`src/hdl/sdf_cfg.svh`:
```
// sdf_cfg.svh: register map, field positions and counts for the sequencer.
// assumes it is included by the package and the design file.
`ifndef SDF_CFG_SVH
`define SDF_CFG_SVH
`define SDF_ADDR_MODE   4'h0
`define SDF_ADDR_STATUS 4'h4
`define SDF_ADDR_DATA   4'h8
`define SDF_ADDR_CHAN   4'hC
`define SDF_FS_MSB      9
`define SDF_FS_LSB      0
`define SDF_ZL_BIT      11
`define SDF_CHOP_BIT    12
`define SDF_DUAL_BIT    13
`define SDF_SEQ_BIT     14
`define SDF_THIRD_ORDER_SELECT_BIT   15
`define SDF_MODE_RST    32'h0000_0060
`define SDF_DEC_ZEROS   10'h000
`define SDF_FS_NOTCH    10'h060
`define SDF_FS_ONE      10'h001
`define SDF_N_THIRD_ORDER_SELECT     3'h3
`define SDF_N_SINC4     3'h4
`define SDF_N_ONE       3'h1
`define SDF_FIFO_DEPTH  16
`define SDF_DATA_W      24
`endif

```
`src/hdl/sdf_pkg.sv`:
```
// sdf_pkg: types used by the filter sequencer; its result fifo stores sdf_res_t words as plain bits.
// assumes sdf_cfg.svh is on the include path.
`include "sdf_cfg.svh"
package sdf_pkg;
   typedef struct packed {
      logic       third_order_select;
      logic       seq;
      logic       dual;
      logic       chop;
      logic       zl;
      logic [9:0] fs;
   } sdf_mode_t;

   typedef struct packed {
      logic                      chopped;
      logic [`SDF_DATA_W-1:0]    data;
   } sdf_res_t;

   typedef enum logic [0:0] {SDF_SETTLE, SDF_RUN} sdf_state_t;
endpackage

```
`src/hdl/sdf_seq.sv`:
```
// sdf_seq: conversion timing, chop sequencing and result buffering.
// assumes mclk_tick is a one-cycle pulse per master clock period and
// filt_data holds the decimator output, both synchronous to clk_sys.
// Notes on behaviour
// [RULE_01] writing mode bit 11 to one enables zero latency.
// [RULE_02] zero latency allows full settling before every result.
// [RULE_03] active channel sequencer forces zero latency.
// [RULE_04] third order zero latency: one result per 3*1024*fs ticks.
// [RULE_05] zero latency results come at one constant interval.
// [RULE_06] step on a conversion boundary yields only settled results.
// [RULE_07] step inside a conversion yields exactly one unsettled result.
// [RULE_08] dual-notch with fs of 96 puts notches at 50 and 60 Hz.
// [RULE_09] chop alternates normal and swapped polarity conversions.
// [RULE_10] chop averages each opposite-polarity pair into the result.
// [RULE_11] fourth order chop: one result per 4*1024*fs ticks.
// [RULE_12] chop accepts rate words from 1 to 1023.
// [RULE_13] chop settling lasts two output intervals.
// [RULE_14] channel switch resets filter, first result after full settling.
// [RULE_15] chop tracks a step after two conversions, three if mid-way.
// [RULE_16] host keeps chopped third order at or below 320 Hz.
// [RULE_17] third order filter chosen when its select bit is one.
// [RULE_18] plain mode: one result per 1024*fs ticks, fs 1 to 1023.
// [RULE_19] chop enable is a mode register control bit.
//
// Strobed register access and the register addresses were decided locally.

`include "sdf_cfg.svh"

////////////////////////////////////////////////////////////////////////////
module sdf_fifo #(
   parameter int WIDTH = 25,
   parameter int DEPTH = 16
) (
   input  wire logic             clk_sys,
   input  wire logic             reset_n,
   input  wire logic             in_valid,
   output logic                  in_ready,
   input  wire logic [WIDTH-1:0] in_data,
   output logic                  out_valid,
   input  wire logic             out_ready,
   output logic [WIDTH-1:0]      out_data,
   output logic [$clog2(DEPTH):0] count
);
   localparam int AW = $clog2(DEPTH);
   logic [WIDTH-1:0] mem [DEPTH];
   logic [AW-1:0]    wp;
   logic [AW-1:0]    rp;
   logic             push;
   logic             pop;

   assign in_ready  = (count != DEPTH[AW:0]);
   assign out_valid = (count != '0);
   assign out_data  = mem[rp];
   assign push      = in_valid & in_ready;
   assign pop       = out_valid & out_ready;

   always_ff @(posedge clk_sys) begin
      if (push) begin
         mem[wp] <= in_data;
      end
   end

   always_ff @(posedge clk_sys or negedge reset_n) begin
      if (!reset_n) begin
         wp    <= '0;
         rp    <= '0;
         count <= '0;
      end else begin
         if (push) begin
            wp <= wp + 1'b1;
         end
         if (pop) begin
            rp <= rp + 1'b1;
         end
         count <= count + {{AW{1'b0}}, push} - {{AW{1'b0}}, pop};
      end
   end
endmodule // sdf_fifo

////////////////////////////////////////////////////////////////////////////
module sdf_seq (
   input  wire logic        clk_sys,
   input  wire logic        reset_n,
   input  wire logic [3:0]  addr,
   input  wire logic [31:0] wdata,
   input  wire logic        wr_stb,
   input  wire logic        rd_stb,
   output logic [31:0]      rdata,
   input  wire logic        mclk_tick,
   input  wire logic [23:0] filt_data,
   output logic             filter_reset,
   output logic             chop_swap,
   output logic             notch_dual,
   output logic             third_order
);
   localparam int FW = `SDF_DATA_W + 1;

   sdf_pkg::sdf_mode_t  mode;
   sdf_pkg::sdf_state_t state;
   sdf_pkg::sdf_res_t   res;
   sdf_pkg::sdf_res_t   head;
   logic [3:0]  chan;
   logic [19:0] cnt;
   logic [19:0] ivl_len;
   logic [2:0]  pcnt;
   logic [2:0]  order;
   logic [2:0]  conv_len;
   logic [9:0]  fs_eff;
   logic        eff_zl;
   logic        ivl_end;
   logic        conv_end;
   logic        restart;
   logic        push;
   logic        fifo_ready;
   logic        fifo_valid;
   logic        pop;
   logic [4:0]  fifo_count;
   logic [23:0] prev;
   logic signed [24:0] diff;

   function automatic logic hit(input logic [3:0] a, input logic [3:0] r);
      return a == r;
   endfunction

   ////////////////////////////////////////////////////////////////////////
   // mode decode
   assign eff_zl   = mode.zl | mode.seq; // RULE_03
   assign order    = mode.third_order_select ? `SDF_N_THIRD_ORDER_SELECT : `SDF_N_SINC4; // RULE_17
   // a zero rate word would wrap the interval to 1048576 ticks, so it acts as one
   assign fs_eff   = (mode.fs == '0) ? `SDF_FS_ONE : mode.fs; // RULE_12
   assign ivl_len  = {fs_eff, `SDF_DEC_ZEROS}; // RULE_18

   // zero latency and chop run whole filter lengths per result
   always_comb begin
      if (mode.chop || eff_zl) begin
         conv_len = order; // RULE_02 RULE_04 RULE_11
      end else if (state == sdf_pkg::SDF_SETTLE) begin
         conv_len = order; // RULE_14
      end else begin
         conv_len = `SDF_N_ONE; // RULE_18
      end
   end

   assign restart = wr_stb &
                    (hit(addr, `SDF_ADDR_MODE) | hit(addr, `SDF_ADDR_CHAN));
   // a full fifo holds the engine; no result is ever dropped
   assign ivl_end  = mclk_tick & fifo_ready & (cnt == ivl_len - 20'h00001);
   assign conv_end = ivl_end & (pcnt == conv_len - `SDF_N_ONE); // RULE_05
   // the first chopped conversion only primes the pair
   assign push = conv_end &
                 !(mode.chop && state == sdf_pkg::SDF_SETTLE); // RULE_13
   assign diff = chop_swap ?
                 ($signed({prev[23], prev}) -
                  $signed({filt_data[23], filt_data})) :
                 ($signed({filt_data[23], filt_data}) -
                  $signed({prev[23], prev}));

   always_comb begin
      res.chopped = mode.chop;
      if (mode.chop) begin
         res.data = diff[24:1]; // RULE_10 RULE_15
      end else begin
         res.data = filt_data; // RULE_06 RULE_07
      end
   end

   ////////////////////////////////////////////////////////////////////////
   // register file
   always_ff @(posedge clk_sys or negedge reset_n) begin
      if (!reset_n) begin
         mode <= sdf_pkg::sdf_mode_t'(15'(`SDF_MODE_RST));
         chan <= 4'h0;
      end else if (wr_stb) begin
         if (hit(addr, `SDF_ADDR_MODE)) begin
            mode.fs    <= wdata[`SDF_FS_MSB:`SDF_FS_LSB];
            mode.zl    <= wdata[`SDF_ZL_BIT]; // RULE_01
            mode.chop  <= wdata[`SDF_CHOP_BIT]; // RULE_19
            mode.dual  <= wdata[`SDF_DUAL_BIT];
            mode.seq   <= wdata[`SDF_SEQ_BIT];
            mode.third_order_select <= wdata[`SDF_THIRD_ORDER_SELECT_BIT];
         end
         if (hit(addr, `SDF_ADDR_CHAN)) begin
            chan <= wdata[3:0];
         end
      end
   end

   assign pop = rd_stb & hit(addr, `SDF_ADDR_DATA) & fifo_valid;

   always_ff @(posedge clk_sys or negedge reset_n) begin
      if (!reset_n) begin
         rdata <= 32'h0000_0000;
      end else if (rd_stb) begin
         case (addr)
            `SDF_ADDR_MODE: begin
               rdata <= {16'h0000, mode.third_order_select, mode.seq, mode.dual,
                         mode.chop, mode.zl, 1'b0, mode.fs};
            end
            `SDF_ADDR_STATUS: begin
               rdata <= {24'h00_0000, fifo_count, state, chop_swap, eff_zl};
            end
            `SDF_ADDR_DATA: begin
               rdata <= fifo_valid ? {7'h00, head} : 32'h0000_0000;
            end
            `SDF_ADDR_CHAN: begin
               rdata <= {28'h000_0000, chan};
            end
            default: begin
               rdata <= 32'h0000_0000;
            end
         endcase
      end else begin
         rdata <= 32'h0000_0000;
      end
   end

   ////////////////////////////////////////////////////////////////////////
   // conversion timing
   always_ff @(posedge clk_sys or negedge reset_n) begin
      if (!reset_n) begin
         cnt  <= 20'h00000;
         pcnt <= 3'h0;
      end else if (restart) begin
         cnt  <= 20'h00000;
         pcnt <= 3'h0;
      end else if (mclk_tick && fifo_ready) begin
         if (ivl_end) begin
            cnt  <= 20'h00000;
            pcnt <= conv_end ? 3'h0 : pcnt + 3'h1;
         end else begin
            cnt <= cnt + 20'h00001;
         end
      end
   end

   always_ff @(posedge clk_sys or negedge reset_n) begin
      if (!reset_n) begin
         state <= sdf_pkg::SDF_SETTLE;
      end else if (restart) begin
         state <= sdf_pkg::SDF_SETTLE; // RULE_14
      end else if (conv_end) begin
         state <= sdf_pkg::SDF_RUN;
      end
   end

   always_ff @(posedge clk_sys or negedge reset_n) begin
      if (!reset_n) begin
         filter_reset <= 1'b0;
      end else begin
         filter_reset <= restart; // RULE_14
      end
   end

   ////////////////////////////////////////////////////////////////////////
   // chop polarity and pairing
   always_ff @(posedge clk_sys or negedge reset_n) begin
      if (!reset_n) begin
         chop_swap <= 1'b0;
         prev      <= 24'h00_0000;
      end else if (restart) begin
         chop_swap <= 1'b0;
      end else if (conv_end && mode.chop) begin
         chop_swap <= ~chop_swap; // RULE_09
         prev      <= filt_data;
      end
   end

   always_ff @(posedge clk_sys or negedge reset_n) begin
      if (!reset_n) begin
         notch_dual  <= 1'b0;
         third_order <= 1'b0;
      end else begin
         notch_dual  <= mode.dual & (mode.fs == `SDF_FS_NOTCH); // RULE_08
         third_order <= mode.third_order_select; // RULE_17
      end
   end

   sdf_fifo #(
      .WIDTH (FW),
      .DEPTH (`SDF_FIFO_DEPTH)
   ) u_fifo (
      .clk_sys   (clk_sys),
      .reset_n   (reset_n),
      .in_valid  (push),
      .in_ready  (fifo_ready),
      .in_data   (res),
      .out_valid (fifo_valid),
      .out_ready (pop),
      .out_data  (head),
      .count     (fifo_count)
   );
endmodule // sdf_seq

```
`config.mk`:
```
export PLATFORM = sky130hd
export DESIGN_NAME = sdf_seq
export DESIGN_NICKNAME = d
export VERILOG_FILES = /design/src/hdl/sdf_pkg.sv /design/src/hdl/sdf_seq.sv
export VERILOG_INCLUDE_DIRS = /design/src /design/src/hdl
export SDC_FILE = /design/constraint.sdc
export NUM_CORES = 1
export LEC_CHECK = 0
export BUFFER_PORTS_ARGS = -buffer_cell sky130_fd_sc_hd__clkbuf_2
export CORE_ASPECT_RATIO = 0.9
export CORE_UTILIZATION = 44
export DETAILED_ROUTE_END_ITERATION = 7
export SYNTH_ARGS = -nofsm -noshare
export SYNTH_HDL_FRONTEND = slang
export SYNTH_SLANG_ARGS = --single-unit
```
`constraint.sdc`:
```
create_clock -name clk_sys -period 6 [get_ports clk_sys]
set_clock_uncertainty 0.2 [all_clocks]
set_input_delay 0 -clock clk_sys [delete_from_list [all_inputs] [get_ports clk_sys]]
set_output_delay 0 -clock clk_sys [all_outputs]
set_load 0.03 [all_outputs]
```
# [Yosys cells after proc, flatten, opt, wreduce, memory -nomap -nowiden]
# Memories as Yosys holds them, arrays and structs flattened.
# Index checks and enable logic that the tools add are counted.
# Widths: inputs -> output; s select.
[totals] ff_bits=116 ram_bits=400 input_bits=65 out_inout_bits=36 n_memories=1
[op_classes] n_addsub=10 n_eq_ne=7 mux=22 bitwise=15 n_reduce_logical=16
[memory_table] name="u_fifo.mem" depth=16 width=25 rd=1 rd_ports_with_merged_regs=0 wr=1 line="sdf_seq.sv:45" rtl="logic [WIDTH-1:0] mem [DEPTH];"
[ops] op="$pmux 25 s4" n=1
[ops] op="$mux 20" n=3
[ops] op="$mux 25" n=2
[ops] op="$sub 24x24->25" n=2
[ops] op="$mux 32" n=1
[ops] op="$mux 24" n=1
[ops] op="$mux 3" n=7
[ops] op="$add 20x1->20 const B" n=1
[ops] op="$eq 20x20->1" n=1
[ops] op="$sub 20x1->20 const B" n=1
[ops] op="$and 1x1->1" n=10
[ops] op="$eq 10x7->1 const B" n=1
[ops] op="$logic_not 10->1" n=1
[ops] op="$mux 10" n=1
[ops] op="$add 4x1->4 const B" n=2
[ops] op="$eq 4x4->1 const B" n=2
[ops] op="$reduce_and 2->1" n=4
[ops] op="$reduce_bool 2->1" n=4
[ops] op="$mux 1" n=6
[ops] op="$add 5x1->5" n=1
[ops] op="$ne 5x5->1 const B" n=1
[ops] op="$reduce_bool 5->1" n=1
[ops] op="$sub 5x1->5" n=1
[ops] op="$eq 4x3->1 const B" n=1
[ops] op="9 further kinds" n=14

# [Longest topological paths before layout]
# Gate-level depths: netlist (run 1).
[logic_depth] depth_word=10 mapped_depth=17 ltp_nobuf=15

# [Hierarchy]
# From an unflattened synthesis (run 1), not the netlist that was laid out.
[hier_totals] hier_cells=1640 area_unflattened_um2=23242.3
[by_module_without_submodules] mod="sdf_fifo" n_inst=1 cells_per_inst=809 area_per_inst_um2=16089.2 seq_area_each_um2=12336.8
[by_module_without_submodules] mod="sdf_seq" n_inst=1 cells_per_inst=831 area_per_inst_um2=7153.1 seq_area_each_um2=2404.8

# [Worst setup path before layout (run 1)]
# OpenSTA, ideal clock, no wires.
[synth_path] path_type="register to register" from="reg mode[7] (netlist name)" to="mem u_fifo.mem[15][0], enable pin" setup_time_ps=384 t_arrival_ps=3738 required_ps=5416 path_slack_ps=1678 path_stages_with_launch=13 n_path_buf=2 synth_period_minus_slack_ps=4322 path_cell_list="dfrtp_1 -> buf_2 -> nor4_4 -> a31oi_1 -> ha_1 -> a22oi_1 -> o221ai_1 -> nor4_1 -> o2111ai_1 -> or3_1 -> nor3b_2 -> buf_2 -> and3_1"
[synth_via] elab_chain_len=10
[synth_lines] element="start: declaration" line="sdf_seq.sv:98" rtl="sdf_pkg::sdf_mode_t mode;"
[synth_lines] element="start signal: assignment" line="sdf_seq.sv:171" rtl="mode <= sdf_pkg::sdf_mode_t'(15'(`SDF_MODE_RST));"
[synth_lines] element="$logic_not 10->1" line="sdf_seq.sv:130" rtl="assign fs_eff = (mode.fs == '0) ? `SDF_FS_ONE : mode.fs;"
[synth_lines] element="$mux 10 *" line="sdf_seq.sv:130"
[synth_lines] element="$sub 20x1->20 *" line="sdf_seq.sv:147" rtl="assign ivl_end = mclk_tick & fifo_ready & (cnt == ivl_len - 20'h00001);"
[synth_lines] element="$eq 20x20->1 *" line="sdf_seq.sv:147"
[synth_lines] element="$and 1x1->1 *" line="sdf_seq.sv:147"
[synth_lines] element="$and 1x1->1 *" line="sdf_seq.sv:148" rtl="assign conv_end = ivl_end & (pcnt == conv_len - `SDF_N_ONE);"
[synth_lines] element="$and 1x1->1 *" line="sdf_seq.sv:150" rtl="assign push = conv_end &"
[synth_lines] element="$and 1x1->1 *" line="sdf_seq.sv:54" rtl="assign push = in_valid & in_ready;"
[synth_lines] element="via u_fifo.push" line="sdf_seq.sv:48" rtl="logic push;"
[synth_lines] element="$mux 1 *" line="sdf_seq.sv:58" rtl="if (push) begin"
[synth_lines] element="$mux 1 (not written as such) *" line="sdf_seq.sv:59" rtl="mem[wp] <= in_data;"
[synth_lines] element="end: declaration" line="sdf_seq.sv:45"
# The timed path passes the listed nets; every way through them passes the cells marked *.

# [Worst setup path after layout (run 1)]
[layout_path] from="reg mode[2] (netlist name)" to="mem u_fifo.mem[5][6], enable pin"
[layout_via] elab_chain_len=10
[layout_lines] element="$logic_not 10->1" line="sdf_seq.sv:130"
[layout_lines] element="$mux 10 *" line="sdf_seq.sv:130"
[layout_lines] element="$sub 20x1->20 *" line="sdf_seq.sv:147"
[layout_lines] element="$eq 20x20->1 *" line="sdf_seq.sv:147"
[layout_lines] element="$and 1x1->1 *" line="sdf_seq.sv:147"
[layout_lines] element="$and 1x1->1 *" line="sdf_seq.sv:148"
[layout_lines] element="$and 1x1->1 *" line="sdf_seq.sv:150"
[layout_lines] element="$and 1x1->1 *" line="sdf_seq.sv:54"
[layout_lines] element="$mux 1 *" line="sdf_seq.sv:58"
[layout_lines] element="$mux 1 (not written as such) *" line="sdf_seq.sv:59"
# Every way passes the cells marked *; elsewhere a longest branch is shown, timed or not.

==> results of run 1 <==
power by group through the flow:
stage	registers, mW	clock network (mW)	logic (mW)
3_3_place_gp	4.36	0	2.06
6_report	4.28	3.31	2.11
4_1_cts	4.29	3.38	2.13
2_1_floorplan	4.18	0	1.61
3_5_place_dp	4.36	0	2.08
5_1_grt	4.31	3.51	2.27
cell type report:
type	instances	area share (%)
multi-input combinational	786	28.5
inverter	66	0.931
clock inverter	33	1.47
clock buffer	61	5.09
timing repair buffer	192	5.42
tap	680	3.20
sequential	509	55.4
sequential cells by signal, summed over array words and instances (netlist names):
register	count
prev	24
filter_reset	1
state	1
mode	15
cnt	20
u_fifo.mem	400
u_fifo.count	5
chan	4
u_fifo.wp	4
third_order	1
chop_swap	1
pcnt	3
rdata	25
u_fifo.rp	4
notch_dual	1
worst max-delay path: stages (launching register included):
cell and delay [ns]:
dfrtp_1 0.49, nor3_1 0.41, a31oi_1 0.15, ha_1 0.33
a22oi_1 0.16, o221ai_1 0.17, nor4_1 0.42, o2111ai_1 0.22
or3_1 0.49, nor3b_2 0.81, and4b_1 0.31, buf_4 0.44
cells by family (layout without fill, tap and decap cells):
logic type | Yosys count | after routing | synth area share [%]
xor+xnor | 50 | 50 | 1.91
flops | 509 | 509 | 64.4
mux | 196 | 196 | 15.5
fa+ha+maj | 64 | 64 | 3.59
compound gates | 193 | 193 | 5.59
simple gates | 276 | 276 | 6.28
other cells | 1 | 7 | 0.0164
buf+inv | 153 | 352 | 2.71
routing by layer:
| layer | track usage [%] | wire [µm] |
|---|---|---|
| met5 | 0 | 0 |
| met3 | 2.53 | 2480 |
| met1 | 29.3 | 24400 |
| met2 | 33.2 | 25000 |
| met4 | 5.53 | 1090 |
worst paths after layout:
| path | start | to | slack, ns |
|---|---|---|---|
| max | mode[2] | u_fifo.mem[5][6] | 1.02 |
| min | wdata[2] | mode[2] | 0.02 |
| max reg2reg | mode[2] | u_fifo.mem[5][6] | 1.02 |
| min reg2reg | chan[2] | chan[2] | 0.31 |
| max in group asynchronous | reset_n | u_fifo.rp[0] | 4.44 |
| min in group asynchronous | reset_n | cnt[7] | 0.28 |
metrics by stage:
stage                     instances  util (%)  total power, mW
after floorplan                1448         -             5.79
after global placement         2164      47.4             6.42
after detailed placement       2164      47.4             6.44
after CTS                      2327      52.2             9.80
after global routing           2327      52.3             10.1
final                          2327      52.3             9.69
placed cells by master, fill, tap and decap left out, types with 15 or more instances in the layout:
| cell | count |
|---|---|
| nand4_1 | 17 |
| a21oi_1 | 59 |
| edfxtp_1 | 400 |
| and3_1 | 27 |
| dfrtp_1 | 103 |
| xnor2_1 | 26 |
| buf_4 | 48 |
| mux4_2 | 125 |
| nand3_1 | 24 |
| ha_1 | 61 |
| xor2_1 | 24 |
| nor2_1 | 78 |
| nand2_1 | 55 |
| mux2_2 | 27 |
| dlygate4sd3_1 | 68 |
| mux2i_1 | 41 |
| o21ai_0 | 24 |
| o211ai_1 | 15 |
| a211oi_1 | 15 |
| inv_1 | 66 |
| clkbuf_2 | 75 |
| clkbuf_16 | 53 |
==> flow_summary.ini, run 1 <==
[outcome]
outcome = completed

[pwr]
swShare_pct = 27.6
vdd_drop_max_v = 0.000239
power_leakage_nw = 9.67
p_per_area_nw_per_um2 = 364
power_frac_comb_pct = 21.7
intPower_mw = 7.02
p_seq_share_pct = 44.1
clockPowerShare_pct = 34.2
p_switching_mw = 2.68

[sta]
hold_viol = 0
worst_pin_slew_ns = 1.35
setup_violations = 0
clock.fmax_mhz = 201
slew_violations = 0
finalCritPeriodShare_pct = 83.0
fin_setup_tns_ns = 0
relSlewSlack_pct = 10.3
fin_ws_ns = 1.02
whs_ns = 0.0244
min_period_ns = 4.98
rsz0062_at_grt = no

[placement]
gp_congestion = 0.854
dpl.hpwl_um = 32700
place_area_um2 = 24200
io_buffers = 76
dp_slack_ns = 1.15

[layout]
final_cell_area_um2 = 26600
final_nets = 1735
seqCellArea_um2 = 14800
area_growth_pct = 16.2
drive_gt1_share_pct = 22.7
fillers = 4158
multi_input_area_um2 = 7580
insertedDiodeCount = 0

[synth]
synth_top_area_share_pct = 52.4
yosysUniqueCellTypes = 72
synth_cells = 1442
syn_avg_cell_area_um2 = 15.9
synth_seq_area_share_pct = 64.4
synthFlopType = edfxtp_1
yosys_warnings = 0
post-synth-top-count-cell = edfxtp_1
synth_area_leaders = edfxtp_1 (52%), mux4_2 (12%), dfrtp_1 (12%)
synth_top_area_cell = edfxtp_1
synthArstFlopShare_pct = 21.4
ys_top_cells_by_count = edfxtp_1 (400), mux4_2 (125), dfrtp_1 (107)
synth_edf_count = 400
ys_ff_latch = 509
synth_area_um2 = 22900

[clocking]
cts_tree = done
cts_made_buffers = 51
clk_latency_ns = 0.61
hold_buffers = 69
clk_pin_slew_ns = 0.06
postCtsSetupBuffers = 0
cts_root_buffer = clkbuf_16
cts.htree.levels = 2
cts_buffer_depth = 3
numClockSinks = 509
ctsResizeCount = 0

[drt]
drtAntennaViolNets = 0
vias = 13100
viasPerCell = 5.63
drt_iter0_drc = 1060
wirelength_um = 53000
wl_per_cell_um = 22.8
dr.pass1.iters = 5
drt_drc_violations_left = 0

[die]
dieArea_um2 = 53000
die_w_um = 243
core_area_um2 = 50900
start_util_pct = 45.0
die_h_um = 218
io_pins = 101
rows = 78

[setup_path]
r2r_cells = 11
arrival_ns = 5.01
critPathMaxFanout = 25
crit_required_ns = 6.03
critPathKind = reg2reg
cp-end-kind = register
setup.worst_path.start_class = register

[global_route]
track_usage_pct = 20.4
grt_pass1_vias = 13300
grt_overflow = 0
grt_pass1_wl_um = 81600
grt_antenna_before_repair = 1
grt_max_degree = 61

[worst_hold_path]
min_path_type = in2reg
whs_path_depth = 3

[run]
maxCapViolCount = 0
Power figures use the tool's default switching activity.
==> inputs of run 2 (changes only) <==
==> constraint.sdc (replaced) <==
create_clock -name clk_sys -period 4.9 [get_ports clk_sys]
set_clock_uncertainty 0.2 [all_clocks]
set_input_delay 0 -clock clk_sys [delete_from_list [all_inputs] [get_ports clk_sys]]
set_output_delay 0 -clock clk_sys [all_outputs]
set_load 0.03 [all_outputs]
==> run 2 against run 1 <==
  * Non-clock buffer count up 8
  * Design area rose by 0.60%
  * Core utilization up 0.31 points
  * Register-to-register slack worse by 0.61 ns
==> flow_summary.ini, run 2 (synthesis results as in run 1) <==
[outcome]
outcome = completed

[drt]
viasPerCell = 5.66
vias = 13200
drtAntennaViolNets = 0
drt_iter0_drc = 1112
drt_drc_violations_left = 0
wl_per_cell_um = 22.9
dr.pass1.iters = 5
wirelength_um = 53600

[pwr]
p_per_area_nw_per_um2 = 444
power_leakage_nw = 9.73
vdd_drop_max_v = 0.000266

[sta]
rsz0062_at_grt = no
clock.fmax_mhz = 223
hold_viol = 0
slew_violations = 0
relSlewSlack_pct = 16.2
worst_pin_slew_ns = 1.26
finalCritPeriodShare_pct = 91.7
fin_setup_tns_ns = 0
min_period_ns = 4.49
setup_violations = 0

[clocking]
cts_tree = done
cts_made_buffers = 53
numClockSinks = 509
ctsResizeCount = 0
clk_latency_ns = 0.61
clk_pin_slew_ns = 0.06
cts_root_buffer = clkbuf_16
cts.htree.levels = 2
cts_buffer_depth = 3

[layout]
final_nets = 1745
area_growth_pct = 16.9
mostFrequentLayoutCell = edfxtp_1
insertedDiodeCount = 0
final_cell_mix = edfxtp_1 (400), mux4_2 (125), dfrtp_1 (103)
regMostFlops = u_fifo.mem
final_cell_area_um2 = 26800
largest_registers = u_fifo.mem: 400 flops, rdata: 25 flops, prev: 24 flops
drive_gt1_share_pct = 22.8
largest_register_ffs = 400

[die]
rows = 78
dieArea_um2 = 53000
start_util_pct = 45.0
core_area_um2 = 50900
io_pins = 101
die_h_um = 218
die_w_um = 243

[setup_path]
critPathMaxFanout = 25
crit_required_ns = 4.92
arrival_ns = 4.51
cp-end-kind = register
critPathKind = reg2reg
setup.worst_path.start_class = register

[placement]
dpl.hpwl_um = 33100
place_area_um2 = 24300
io_buffers = 76
gp_congestion = 0.872

[run]
maxCapViolCount = 0

[global_route]
track_usage_pct = 20.9
grt_pass1_vias = 13600
grt_pass1_wl_um = 83100
grt_max_degree = 62
grt_overflow = 0
grt_antenna_before_repair = 0

[worst_hold_path]
min_path_type = in2reg
-- run 2: changes by cell type in the layout (fill, tap and decap cells not counted), sizes merged --
cell         before  now
buf              49   54
bufinv            7    4
clkbuf          136  146
clkinv           19   16
clkinvlp          5    3
dlygate4sd3      68   71
inv              68   70
-- run 2: what timing repair did --
item / CTS / global route
hold buffers: 72 / 0
buffers inserted: 0 / 0
endpoints found under the hold margin: 453 / 0
-- run 2: critical path, cell delays in order, from the launching register on --
cell	delay [ns]
dfrtp_1	0.49
nor3_1	0.43
a31oi_1	0.16
ha_1	0.34
a22oi_1	0.17
o221ai_1	0.16
nor4_1	0.41
o2111ai_1	0.20
or3_1	0.48
nor3b_2	0.21
buf_4	0.23
and4b_1	0.20
buf_4	0.41
-- run 2: worst paths after layout --
check	startpoint	end	slack [ns]	cells past startpoint
max	mode[2]	u_fifo.mem[4][10]	0.41	12
min	wdata[1]	chan[1]	0.02	3
max reg2reg	mode[2]	u_fifo.mem[4][10]	0.41	12
min reg2reg	prev[0]	prev[0]	0.31	1
max in group asynchronous	reset_n	u_fifo.rp[1]	3.33	4
min in group asynchronous	reset_n	cnt[12]	0.28	4
-- run 2: stage by stage --
stage	hold slack (ns)	cells	setup WS, ns	util [%]	power [mW]
6_report	0.0219	2339	0.408	52.6	11.9
5_1_grt	0.0192	2339	0.103	52.6	12.4
4_1_cts	0.000252	2339	0.443	52.6	12.0
3_5_place_dp	-0.111	2169	0.485	47.7	7.96
3_3_place_gp	-0.106	2169	0.609	47.7	7.91
2_1_floorplan	-0.496	1448	0.578	-	7.09
-- run 2: power breakdown --
group | switching [mW] | total [mW] | internal [mW]
Sequential | 0.274 | 5.21 | 4.94
Combinational | 1.35 | 2.68 | 1.32
Clock | 1.69 | 4.01 | 2.32
Total | 3.32 | 11.9 | 8.59
-- run 2: area by class of cell --
| class | count | area [µm²] |
|---|---|---|
| Clock buffer | 71 | 1470 |
| Clock inverter | 27 | 277 |
| Fill cell | 4092 | 24200 |
| Inverter | 66 | 248 |
| Multi-Input combinational cell | 786 | 7580 |
| Sequential cell | 509 | 14800 |
| Tap cell | 680 | 851 |
| Timing Repair Buffer | 200 | 1610 |
-- run 2: metal layers --
| metal | vias to the layer above | share of wire, % | global-route usage (%) |
|---|---|---|---|
| li1 | 5959 | - | - |
| met1 | 6885 | 46 | 29.6 |
| met2 | 329 | 48 | 33.7 |
| met3 | 73 | 4.5 | 3.40 |
| met4 | 0 | 2.1 | 5.25 |
| met5 | - | 0 | 0 |
==> inputs of run 3 (changes only) <==
--- a/config.mk
+++ b/config.mk
@@ -10,6 +10,7 @@
 export CORE_ASPECT_RATIO = 0.9
 export CORE_UTILIZATION = 44
 export DETAILED_ROUTE_END_ITERATION = 7
+export REMOVE_ABC_BUFFERS = 1
 export SYNTH_ARGS = -nofsm -noshare
 export SYNTH_HDL_FRONTEND = slang
 export SYNTH_SLANG_ARGS = --single-unit
==> run 3 against run 2 <==
  * Maximum frequency is 1.2% lower
  * Worst setup slack got worse by 0.057 ns
  * First-iteration DRC count shrank 0.90%
  * Power is 2.0% lower
  * Die area is the same
  * Core utilization down 0.23 points
  * Design area shrank 0.44%
  * Global-route usage rose by 0.72 points
  * Count of clock-buffer cells in the layout rose by 6
==> flow_summary.ini, run 3 (synthesis results as in run 1) <==
[placement]
io_buffers = 76
gp_congestion = 0.825
dp_slack_ns = 0.438
dpl.hpwl_um = 35600

[clocking]
ctsResizeCount = 0
cts_tree = done
cts.htree.levels = 2
cts_buffer_depth = 3
postCtsSetupBuffers = 0
cts_root_buffer = clkbuf_16
numClockSinks = 509
hold_buffers = 64
clk_pin_slew_ns = 0.06
cts_made_buffers = 53
clk_latency_ns = 0.60

[setup_path]
critPathKind = reg2reg
r2r_cells = 12
cpPeakStageDelay_ns = 0.52
startpoint = mode[2]
crit_cells = 12
crit_chain = nor3_1 -> a31oi_1 -> ha_1 -> a22oi_1 -> o221ai_1 -> nor4_1 -> o2111ai_1 -> or3_1 -> nor3b_2 -> buf_4 -> and3_2 -> buf_12
setup.worst_path.start_class = register
critPathSlowestCell = and3_2
path_buf_inv = 2
r2r-start = mode[2]
crit_required_ns = 4.99
arrival_ns = 4.63
crit_family = simple AND/OR/NAND/NOR gates
cp-end-kind = register
critPathMaxFanout = 19

[drt]
wirelength_um = 55500
drt_drc_violations_left = 0
vias = 13300
viasPerCell = 5.70
wl_per_cell_um = 23.8
drt_iter0_drc = 1102
drtAntennaViolNets = 0
dr.pass1.iters = 5

[layout]
regMostFlops = u_fifo.mem
largest_register_ffs = 400
final_cell_mix = edfxtp_1 (400), mux4_2 (125), dfrtp_1 (103)
largest_registers = u_fifo.mem: 400 flops, rdata: 25 flops, prev: 24 flops
final_nets = 1737
mostFrequentLayoutCell = edfxtp_1
drive_gt1_share_pct = 23.5
final_util_pct = 52.3
area_growth_pct = 16.4

[global_route]
grt_pass1_vias = 13700
grt_antenna_before_repair = 0
grt_overflow = 0
track_usage_pct = 21.6
grt_pass1_wl_um = 85600
grt_max_degree = 79

[worst_hold_path]
min_path_type = in2reg
whs_path_depth = 3
min_from = wdata[8]

[sta]
hold_viol = 0
slew_violations = 0
worst_pin_slew_ns = 1.34
finalCritPeriodShare_pct = 92.8
clock.fmax_mhz = 220
fin_setup_tns_ns = 0
fin_ws_ns = 0.351
relSlewSlack_pct = 7.81
rsz0062_at_grt = no
setup_violations = 0
min_period_ns = 4.55

[die]
start_util_pct = 45.0
io_pins = 101
dieArea_um2 = 53000
die_w_um = 243
rows = 78
core_area_um2 = 50900
die_h_um = 218

[outcome]
outcome = completed

[pwr]
vdd_drop_max_v = 0.000258
power_leakage_nw = 9.65
p_per_area_nw_per_um2 = 437

[run]
maxCapViolCount = 0
## run 3: cell count changes in the layout (fill, tap and decap cells not counted), sizes merged
cell and change:
bufinv -3, inv -1, clkinvlp -1, clkinv -4, diode +2, clkbuf +6
dlygate4sd3 -8
## run 3: per-stage QoR
stage	hold slack, ns	instances	power [mW]	instance area (µm²)
final	0.0141	2330	11.7	26700
after global routing	0.0139	2328	12.2	26700
after CTS	0.000187	2328	11.8	26700
after detailed placement	-0.0525	2169	7.96	24400
after global placement	-0.0693	2169	7.91	24400
after floorplan	-0.496	1361	7.24	22600
## run 3: worst paths after layout
path,slack (ns),end
setup / recovery,0.35,u_fifo.mem[10][9]
hold reg to reg,0.32,chan[0]
min in group asynchronous,0.41,rdata[17]
setup reg to reg,0.35,u_fifo.mem[10][9]
max in group asynchronous,3.68,u_fifo.rp[1]
hold / removal,0.01,mode[8]
## run 3: routing by layer
layer / global-route usage, % / part of all wire, %
met1: 31.1 / 46
met2: 35.2 / 48
met3: 2.57 / 4.4
met4: 5.27 / 1.7
met5: 0 / 0
## run 3: layout make-up
class,instances,area [µm²]
clock inverters,18,128
well taps,680,851
repair buffers,192,1590
multi-input cells,786,7600
clock buffers,77,1490
flip-flops and latches,509,14800
inverters,66,248
diodes,2,5.00
fillers,4196,24300
## run 3: worst reg2reg max path, cell delays in order, from the launching register on
cell       delay (ns)
dfrtp_1          0.48
nor3_1           0.41
a31oi_1          0.15
ha_1             0.33
a22oi_1          0.16
o221ai_1         0.16
nor4_1           0.43
o2111ai_1        0.23
or3_1            0.49
nor3b_2          0.20
buf_4            0.23
and3_2           0.53
buf_12           0.24
## run 3: where the power goes
group	total [mW]	internal (mW)	leakage [nW]	switching (mW)
Combinational	2.55	1.32	3.94	1.23
Clock	3.80	2.15	0.784	1.64
Sequential	5.31	4.94	4.92	0.371
Total	11.7	8.41	9.65	3.25
